==> config.mk <==
export PLATFORM = sky130hd
export DESIGN_NAME = cpu8d_decoder
export DESIGN_NICKNAME = d
export VERILOG_FILES = /design/src/common/cpu8d_pkg.sv /design/src/core/cpu8d_decoder.sv
export SDC_FILE = /design/constraint.sdc
export NUM_CORES = 1
export LEC_CHECK = 0
export BUFFER_PORTS_ARGS = -buffer_cell sky130_fd_sc_hd__clkbuf_2
export CAP_MARGIN = 20
export CORE_ASPECT_RATIO = 1.2
export CORE_MARGIN = 5
export CORE_UTILIZATION = 52
export CTS_BUF_LIST = sky130_fd_sc_hd__clkbuf_8
export DETAILED_ROUTE_END_ITERATION = 12
export PLACE_DENSITY = 0.79
export SLEW_MARGIN = 20
export SYNTH_ARGS = -nofsm -noshare
export SYNTH_HDL_FRONTEND = slang
export SYNTH_SLANG_ARGS = --single-unit
==> constraint.sdc <==
create_clock -name core_clk -period 3.7 [get_ports core_clk]
set_input_delay 1.11 -clock core_clk [delete_from_list [all_inputs] [get_ports core_clk]]
set_output_delay 1.11 -clock core_clk [all_outputs]
set_load 0.1 [all_outputs]
==> src/common/cpu8d_pkg.sv <==
// constants and carrier types for the 8-bit core opcode decoder
// assumes one core clock; no software-visible registers
package cpu8d_pkg;

    // ------------------------------------------------------------------
    // opcodes with their own sequencing
    // ------------------------------------------------------------------
    localparam logic [7:0] CPU8D_OPC_X2A  = 8'h9F; // index to accumulator
    localparam logic [7:0] CPU8D_OPC_A2X  = 8'h97; // accumulator to index
    localparam logic [7:0] CPU8D_OPC_WAIT = 8'h8F; // wait for interrupt
    localparam logic [7:0] CPU8D_OPC_STOP = 8'h8E; // stop oscillator
    localparam logic [7:0] CPU8D_OPC_BSR  = 8'hAD; // relative call in col A
    localparam logic [3:0] CPU8D_COL_BITBR = 4'h0; // bit test and branch
    localparam logic [3:0] CPU8D_COL_BITMN = 4'h1; // bit set / clear
    localparam logic [3:0] CPU8D_COL_REL   = 4'h2; // relative branches
    localparam logic [7:0] CPU8D_DPAGE_HI  = 8'h00; // direct page high byte
    localparam logic [1:0] CPU8D_IMPL_CYC  = 2'd2;  // implied op cycles

    // ------------------------------------------------------------------
    // addressing modes
    // ------------------------------------------------------------------
    typedef enum logic [3:0] {
        implied_mode, literal_mode, direct_mode, full_address_mode,
        relative_mode, index_plain_mode, index_short_offset_mode,
        index_long_offset_mode, bit_branch_mode
    } cpu8d_mode_t;

    // decoded instruction handed to the datapath
    typedef struct packed {
        logic [7:0]  opcode;     // whole opcode byte
        logic [3:0]  group;      // high nibble: group and mode column
        logic [3:0]  oper;       // low nibble: operation in column
        cpu8d_mode_t mode;       // addressing mode
        logic [15:0] ea;         // operand address
        logic [7:0]  literal;    // immediate byte
        logic [15:0] br_target;  // relative branch target
        logic        undefined;  // blank slot, executed as no-op
        logic        x_to_a;     // xfer_index_to_acc
        logic        a_to_x;     // xfer_acc_to_index
        logic        imask_clr;  // clear interrupt mask in condition_flags
        logic        flags_keep; // condition_flags otherwise untouched
    } cpu8d_dec_t;

endpackage : cpu8d_pkg

==> src/core/cpu8d_decoder.sv <==
// opcode and operand decoder between program fetch and execution datapath
// assumes fetch offers bytes in program order with valid/ready, and the
// datapath supplies index, accumulator, next pc and branch condition
`timescale 1ns/10ps
module cpu8d_decoder
    import cpu8d_pkg::*;
(
    input  wire logic        core_clk,     // 200 MHz core clock
    input  wire logic        rst_b,        // async reset, active low
    input  wire logic        fetch_valid,  // fetch byte offered
    input  wire logic [7:0]  fetch_byte,   // program byte
    output logic             fetch_ready,  // decoder takes byte
    input  wire logic [7:0]  idx_val,      // index register
    input  wire logic [7:0]  acc_val,      // accumulator
    input  wire logic [15:0] pc_next,      // pc after this instruction
    input  wire logic        br_cond,      // branch condition true
    input  wire logic        irq_req,      // pending interrupt, core clock
    input  wire logic        ext_irq_b,    // external interrupt pin
    output cpu8d_dec_t       dec_q,        // decoded instruction
    output logic             dec_valid_q,  // one-cycle issue pulse
    output logic             pc_load_q,    // branch taken, load target
    output logic             acc_we_q,     // accumulator write
    output logic             idx_we_q,     // index write
    output logic [7:0]       wr_data_q,    // transfer data
    output logic             cpu_halt_q,   // cpu clock gated (wait or stop)
    output logic             osc_stop_q,   // oscillator stopped
    output logic             pin_wake_en_q // external pin armed as wake
);

    // ------------------------------------------------------------------
    // sequencer state
    // ------------------------------------------------------------------
    typedef enum logic [2:0] {
        ST_OPC, ST_OP1, ST_OP2, ST_EXEC, ST_HALT
    } cpu8d_state_t;

    cpu8d_state_t state_q, state_d;   // sequencer
    logic [7:0]   opc_q;              // opcode held
    logic [7:0]   b1_q;               // first operand byte
    logic [7:0]   b2_q;               // second operand byte
    logic         pin_s1_q, pin_s2_q; // external pin synchroniser
    logic         stop_q;             // halted by stop rather than wait

    // ------------------------------------------------------------------
    // column and operand-count decode of a byte
    // ------------------------------------------------------------------
    function automatic cpu8d_mode_t mode_of(input logic [7:0] op);
        cpu8d_mode_t m;
        m = implied_mode;
        case (op[7:4])
            4'h0:       m = bit_branch_mode;
            4'h1, 4'h3, 4'hB: m = direct_mode;
            4'h2:       m = relative_mode;
            4'h6, 4'hE: m = index_short_offset_mode;
            4'h7, 4'hF: m = index_plain_mode;
            4'hA:       m = (op == CPU8D_OPC_BSR) ? relative_mode
                                                   : literal_mode;
            4'hC:       m = full_address_mode;
            4'hD:       m = index_long_offset_mode;
            default:    m = implied_mode;
        endcase
        return m;
    endfunction : mode_of

    function automatic logic defined_op(input logic [7:0] op);
        logic [3:0] lo;
        logic       d;
        lo = op[3:0];
        d  = 1'b1;
        case (op[7:4]) // blank slots of the map
            4'h2:    d = (lo != 4'hE);
            4'h3, 4'h5, 4'h6, 4'h7:
                     d = !(lo == 4'h1 || lo == 4'h2 || lo == 4'h5 ||
                           lo == 4'hB || lo == 4'hE);
            4'h4:    d = !(lo == 4'h1 || lo == 4'h5 || lo == 4'hB ||
                           lo == 4'hE);
            4'h8:    d = (lo == 4'h0 || lo == 4'h1 || lo == 4'h3 ||
                          lo == 4'hE || lo == 4'hF);
            4'h9:    d = (lo >= 4'h7 && lo != 4'hE);
            4'hA:    d = !(lo == 4'h7 || lo == 4'hC || lo == 4'hF);
            default: d = 1'b1;
        endcase
        return d;
    endfunction : defined_op

    function automatic logic [1:0] nbytes(input cpu8d_mode_t m);
        logic [1:0] n;
        case (m)
            bit_branch_mode, full_address_mode,
            index_long_offset_mode:           n = 2'd2;
            direct_mode, relative_mode, literal_mode,
            index_short_offset_mode:          n = 2'd1;
            default:                          n = 2'd0;
        endcase
        return n;
    endfunction : nbytes

    // ------------------------------------------------------------------
    // combinational decode
    // ------------------------------------------------------------------
    wire         take      = fetch_valid && fetch_ready;
    wire         in_def    = defined_op(fetch_byte);
    wire [1:0]   in_need   = in_def ? nbytes(mode_of(fetch_byte)) : 2'd0;
    wire         opc_def   = defined_op(opc_q);
    wire cpu8d_mode_t opc_mode = opc_def ? mode_of(opc_q) : implied_mode;
    wire [1:0]   opc_need  = nbytes(opc_mode);
    wire         is_wait   = (opc_q == CPU8D_OPC_WAIT);
    wire         is_stop   = (opc_q == CPU8D_OPC_STOP);
    wire         is_x2a    = (opc_q == CPU8D_OPC_X2A);
    wire         is_a2x    = (opc_q == CPU8D_OPC_A2X);
    wire [15:0]  x16       = {8'h00, idx_val};
    wire [15:0]  pair16    = {b1_q, b2_q};          // high byte first
    wire [7:0]   rel_byte  = (opc_mode == bit_branch_mode) ? b2_q : b1_q;
    wire [15:0]  rel_sx    = {{8{rel_byte[7]}}, rel_byte}; // signed
    wire         is_branch = (opc_mode == relative_mode) ||
                             (opc_mode == bit_branch_mode);
    wire         pin_wake  = !pin_s2_q;
    wire         wake      = irq_req || (stop_q && pin_wake);
    logic [15:0] ea;

    // operand address per mode
    always_comb begin
        case (opc_mode)
            direct_mode, bit_branch_mode:
                ea = {CPU8D_DPAGE_HI, b1_q};
            full_address_mode:
                ea = pair16;
            index_long_offset_mode:
                ea = 16'(pair16 + x16);
            index_short_offset_mode:
                ea = 16'({8'h00, b1_q} + x16);     // unsigned
            index_plain_mode:
                ea = x16;
            default:
                ea = 16'h0000;
        endcase
    end

    assign fetch_ready = (state_q == ST_OPC) || (state_q == ST_OP1) ||
                         (state_q == ST_OP2);

    // next state
    always_comb begin
        state_d = state_q;
        case (state_q)
            ST_OPC:  if (take) state_d = (in_need == 2'd0) ? ST_EXEC : ST_OP1;
            ST_OP1:  if (take) state_d = (opc_need == 2'd2) ? ST_OP2
                                                           : ST_EXEC;
            ST_OP2:  if (take) state_d = ST_EXEC; // second byte
            ST_EXEC: state_d = (is_wait || is_stop) ? ST_HALT : ST_OPC;
            ST_HALT: if (wake) state_d = ST_OPC;
            default: state_d = ST_OPC;
        endcase
    end

    // ------------------------------------------------------------------
    // sequencer and operand capture
    // ------------------------------------------------------------------
    always_ff @(posedge core_clk or negedge rst_b) begin
        if (!rst_b) begin
            state_q <= ST_OPC;
            opc_q   <= 8'h00;
            b1_q    <= 8'h00;
            b2_q    <= 8'h00;
        end else begin
            state_q <= state_d;
            if (take && state_q == ST_OPC) opc_q <= fetch_byte;
            if (take && state_q == ST_OP1) b1_q  <= fetch_byte;
            if (take && state_q == ST_OP2) b2_q  <= fetch_byte;
        end
    end

    // pin passes two flops before the wake logic looks at it
    always_ff @(posedge core_clk or negedge rst_b) begin
        if (!rst_b) begin
            pin_s1_q <= 1'b1;
            pin_s2_q <= 1'b1;
        end else begin
            pin_s1_q <= ext_irq_b;
            pin_s2_q <= pin_s1_q;
        end
    end

    // ------------------------------------------------------------------
    // issue: everything lands one edge after the execute cycle
    // ------------------------------------------------------------------
    wire exec = (state_q == ST_EXEC);

    always_ff @(posedge core_clk or negedge rst_b) begin
        if (!rst_b) begin
            dec_q       <= '0;
            dec_valid_q <= 1'b0;
            pc_load_q   <= 1'b0;
            acc_we_q    <= 1'b0;
            idx_we_q    <= 1'b0;
            wr_data_q   <= 8'h00;
        end else begin
            dec_valid_q <= exec;
            pc_load_q   <= exec && is_branch && br_cond;
            acc_we_q    <= exec && is_x2a;
            idx_we_q    <= exec && is_a2x;
            if (exec) begin
                wr_data_q            <= is_x2a ? idx_val : acc_val;
                dec_q.opcode         <= opc_q;
                dec_q.group          <= opc_q[7:4];
                dec_q.oper           <= opc_q[3:0];
                dec_q.mode           <= opc_mode;
                dec_q.ea             <= ea;
                dec_q.literal        <= b1_q;
                dec_q.br_target      <= 16'(pc_next + rel_sx);
                dec_q.undefined      <= !opc_def;
                dec_q.x_to_a         <= is_x2a;
                dec_q.a_to_x         <= is_a2x;
                dec_q.imask_clr      <= is_wait || is_stop;
                dec_q.flags_keep     <= is_x2a || is_a2x || is_wait ||
                                        is_stop || !opc_def;
            end
        end
    end

    // low-power state: wait gates cpu clock, stop also the oscillator
    always_ff @(posedge core_clk or negedge rst_b) begin
        if (!rst_b) begin
            cpu_halt_q    <= 1'b0;
            osc_stop_q    <= 1'b0;
            pin_wake_en_q <= 1'b0;
            stop_q        <= 1'b0;
        end else if (exec && (is_wait || is_stop)) begin
            cpu_halt_q    <= 1'b1;
            osc_stop_q    <= is_stop;
            pin_wake_en_q <= is_stop;
            stop_q        <= is_stop;
        end else if (state_q == ST_HALT && wake) begin
            cpu_halt_q    <= 1'b0;
            osc_stop_q    <= 1'b0;
            pin_wake_en_q <= 1'b0;
            stop_q        <= 1'b0;
        end
    end

    // ------------------------------------------------------------------
    // checks
    // ------------------------------------------------------------------
    AST_X2A_TWO_CYC: assert property (@(posedge core_clk) disable iff (!rst_b)
        (take && state_q == ST_OPC && fetch_byte == CPU8D_OPC_X2A)
        |-> ##2 (acc_we_q && dec_valid_q && wr_data_q == $past(idx_val)))
        else $error("index to acc not done in two cycles");
    AST_A2X_TWO_CYC: assert property (@(posedge core_clk) disable iff (!rst_b)
        (take && state_q == ST_OPC && fetch_byte == CPU8D_OPC_A2X)
        |-> ##2 (idx_we_q && dec_q.flags_keep))
        else $error("acc to index not done in two cycles");
    AST_WAIT_HALTS: assert property (@(posedge core_clk) disable iff (!rst_b)
        (take && state_q == ST_OPC && fetch_byte == CPU8D_OPC_WAIT)
        |-> ##2 (cpu_halt_q && !osc_stop_q && dec_q.imask_clr))
        else $error("wait did not halt with mask clear");
    AST_STOP_ARMS: assert property (@(posedge core_clk) disable iff (!rst_b)
        (take && state_q == ST_OPC && fetch_byte == CPU8D_OPC_STOP)
        |-> ##2 (osc_stop_q && pin_wake_en_q && dec_q.imask_clr))
        else $error("stop did not arm pin wake");
    AST_HALT_NO_FETCH: assert property (@(posedge core_clk)
        disable iff (!rst_b)
        (state_q == ST_HALT && !wake) |=> (!fetch_ready && cpu_halt_q))
        else $error("fetch while halted");
    AST_FULL_ADDR: assert property (@(posedge core_clk) disable iff (!rst_b)
        (dec_valid_q && dec_q.mode == full_address_mode)
        |-> dec_q.ea == {$past(b1_q), $past(b2_q)})
        else $error("extended address byte order");
    AST_LONG_OFS_ADDR: assert property (@(posedge core_clk)
        disable iff (!rst_b)
        (dec_valid_q && dec_q.mode == index_long_offset_mode)
        |-> dec_q.ea == 16'({$past(b1_q), $past(b2_q)} + $past(x16)))
        else $error("16-bit indexed address wrong");
    AST_SHORT_OFS_ADDR: assert property (@(posedge core_clk)
        disable iff (!rst_b)
        (dec_valid_q && dec_q.mode == index_short_offset_mode)
        |-> dec_q.ea == 16'({8'h00, $past(b1_q)} + $past(x16)))
        else $error("8-bit indexed address wrong");
    AST_PLAIN_NO_OPND: assert property (@(posedge core_clk)
        disable iff (!rst_b)
        (take && state_q == ST_OPC && fetch_byte[7:4] == 4'hF)
        |=> (state_q == ST_EXEC) ##1 (dec_q.ea == $past(x16)))
        else $error("plain indexed fetched operands");
    AST_BIT_BR_ORDER: assert property (@(posedge core_clk)
        disable iff (!rst_b)
        (take && state_q == ST_OPC && fetch_byte[7:4] == CPU8D_COL_BITBR)
        |=> (state_q == ST_OP1))
        else $error("bit branch operand sequence");
    AST_BR_TAKEN: assert property (@(posedge core_clk) disable iff (!rst_b)
        (exec && is_branch) |=> (pc_load_q == $past(br_cond)))
        else $error("branch load mismatch");
    AST_UNDEF_NOP: assert property (@(posedge core_clk) disable iff (!rst_b)
        (dec_valid_q && dec_q.undefined)
        |-> (!acc_we_q && !idx_we_q && !pc_load_q && !cpu_halt_q))
        else $error("undefined opcode had effect");

endmodule : cpu8d_decoder

==> flow_summary.toml <==
[place]
place_congestion = 0.947
io_buffer_count = 126
hpwl_mm = 12.4

[timing]
hold_viol_final = 0
clock_skew_ns = 0.0118
fin_crit_ns = 3.44
tns_ns = 0
whs_ns = 0.366
tightestPinTransition_ns = 1.08
slew_viol_final = 0
fmax_mhz = 291
finalSetupViolations = 0
slew_headroom_pct = 27.6
min_period_over_period_pct = 93.0
rsz0062_at_grt = "no"

[synth]
netlist.area_leader.share_pct = 39.7
synth-edff-count = 0
synth_area_um2 = 6170
syn_area_per_cell_um2 = 9.13
async_flop_share_pct = 100
yosys.cell_types.count = 63
yosys.cell_count.top_type = "nand2_1"
synthesis.instances = 676
yosys-top-cells-area = "dfrtp_1, nand2_1, ha_1"
synth-main-ff-cell = "dfrtp_1"
synth_seq_cells = 100
synth_nets = 756
yosys_warnings = 0
synth_common_cells = "nand2_1, dfrtp_1, o21ai_0, a21oi_1, clkbuf_1"
synth_top_area_cell = "dfrtp_1"
seq_area_frac_synth_pct = 40.6

[clock_network]
cts.repair.resized = 0
clockBufferDepth = 2
cts_sinks = 100
htreeDepth = 3
cts_hold_buffers = 0
tritoncts = "yes"
numCtsBuffers = 9
post_cts_buffers = 0
cts_root_buf = "clkbuf_8"
clk_pin_slew_ns = 0.11
clk_latency_ns = 0.39

[setup_path]
cpMaxStageDelayCell = "fa_1"
path_cells = "nor4_2 > buf_12 > mux2_2 > fa_1 > a211oi_1 > nor2_1 > o41ai_1 > buf_4 > o21ai_0 > a31oi_1 > xor2_1 > o21ai_0"
startpoint = "opc_q[4]"
r2r_end = "dec_q[19]"
critPathCaptureType = "flop"
start_kind = "flop"
crit_required_ns = 3.97
cpPeakStageDelay_ns = 0.46
crit_arrival_ns = 3.71
crit_type = "flop to flop"
rr_worst_depth = 12
crit_fanout = 13
r2r_slack_ns = 0.26
cpMostUsedCell = "o21ai_0"
r2r-start = "opc_q[4]"

[flow_run]
cap_violations = 0

[final_layout]
drive_gt1_share_pct = 25.5
syn_to_final_growth_pct = 15.5
n_antenna_cell = 0
final_nets = 863

[run_status]
status = "completed"

[detailed_routing]
antenna_left = 0
drtPass1Iterations = 5
drcViolationCount = 0
via_count = 5530
first_iter_violations = 370
wl_per_cell_um = 17.5
viasPerCell = 5.85
finalWirelength_mm = 16.5

[floorplanning]
die_h_um = 129
fp.dieW_um = 109
die_area_um2 = 14200
ioPinCount = 127
start_util_pct = 53.1
core-area_um2 = 11600
rows = 43

[global_routing]
grt_overflow = 0
grt_max_degree = 71
grt_pass1_wl_mm = 27.2
antenna_found_initial = 0
track_usage_pct = 24.2
grt_pass1_vias = 5488

[min_path]
hold_path.class = "flop to flop"
holdPathEnd = "pin_s2_q"
min_from = "pin_s1_q"
holdPathStages = 0
[area by class of cell]
| class | instances | area [µm²] |
|---|---|---|
| clock inverters | 7 | 71.3 |
| fillers | 1045 | 4490 |
| multi-input cells | 512 | 3390 |
| flip-flops and latches | 100 | 2500 |
| clock buffers | 9 | 124 |
| repair buffers | 146 | 796 |
| well taps | 157 | 196 |
| inverters | 14 | 52.6 |
[sequential cells by signal (all words and copies together), names as in the netlist, 3 cells and up]
signal	count
b1_q	8
b2_q	8
dec_q	57
opc_q	8
state_q	3
wr_data_q	8
[routing by layer]
metal / global-route usage, % / vias to the layer above / wire length, µm
met5: 0 / - / 0
met4: 10.1 / 0 / 569
met3: 4.63 / 46 / 1210
met2: 40.3 / 227 / 7990
met1: 30.8 / 2630 / 6770
li1: - / 2627 / -
[worst max path at each step]
| stage | slack (ns) | cells after the start | to |
|---|---|---|---|
| after floorplan | 0.03 | 13 | dec_q[19] |
| after global placement | 0.34 | 11 | dec_q[19] |
| after detailed placement | 0.25 | 12 | dec_q[19] |
| after CTS | 0.25 | 12 | dec_q[19] |
| after global routing | 0.008 | 12 | dec_q[19] |
| final | 0.26 | 12 | dec_q[19] |
[layout by cell type (no fill, tap or decap), drive strengths merged, types with 4 or more instances in the layout]
master / synthesis / routed
nand2: 141 / 141
clkbuf: 33 / 134
dfrtp: 98 / 98
o21ai: 52 / 52
a21oi: 36 / 36
ha: 31 / 31
mux2: 28 / 28
nor2: 25 / 25
buf: 17 / 21
nand3: 19 / 19
xor2: 18 / 18
nor3: 18 / 18
inv: 14 / 17
o31ai: 14 / 14
xnor2: 13 / 13
a21o: 9 / 9
mux2i: 8 / 8
o21bai: 8 / 8
nor3b: 8 / 8
a211oi: 6 / 6
a222oi: 6 / 6
a32oi: 5 / 5
a22oi: 4 / 4
nand2b: 4 / 4
a31oi: 4 / 4
o21a: 4 / 4
o211ai: 4 / 4
a221o: 4 / 4
[through the flow]
stage / util [%] / area [µm²] / std cells / setup slack, ns
global route: 61.4 / 7130 / 945 / 0.00788
finish: 61.4 / 7130 / 945 / 0.258
floorplan: - / 6180 / 676 / 0.0284
CTS: 61.4 / 7130 / 945 / 0.252
detailed placement: 59.7 / 6940 / 929 / 0.251
global placement: 59.7 / 6940 / 929 / 0.340
[logic make-up (layout without fill, tap and decap cells)]
family / Yosys count / count (layout) / share of synthesized area, %
AOI/OAI and AO/OA: 175 / 175 / 19.0
xor gates and xnor gates: 32 / 32 / 4.78
adders and majority gates: 34 / 34 / 7.26
buffers and inverters: 64 / 176 / 4.72
DFF: 100 / 100 / 40.6
muxes: 36 / 36 / 6.40
and+or+nand+nor: 235 / 235 / 17.2
[critical path, delay by kind of cell (launching register included)]
family                   cells  cell delay, ns
AO/OA/AOI/OAI                5            0.97
AND/OR/NAND/NOR              2            0.56
adder cells (fa/ha/maj)      1            0.46
flip-flops                   1            0.42
buffers and inverters        2            0.38
multiplexers                 1            0.37
XOR/XNOR                     1            0.16
Power is not shown: default switching activity piles up to over one toggle a cycle in this logic, so the estimate is an artifact.
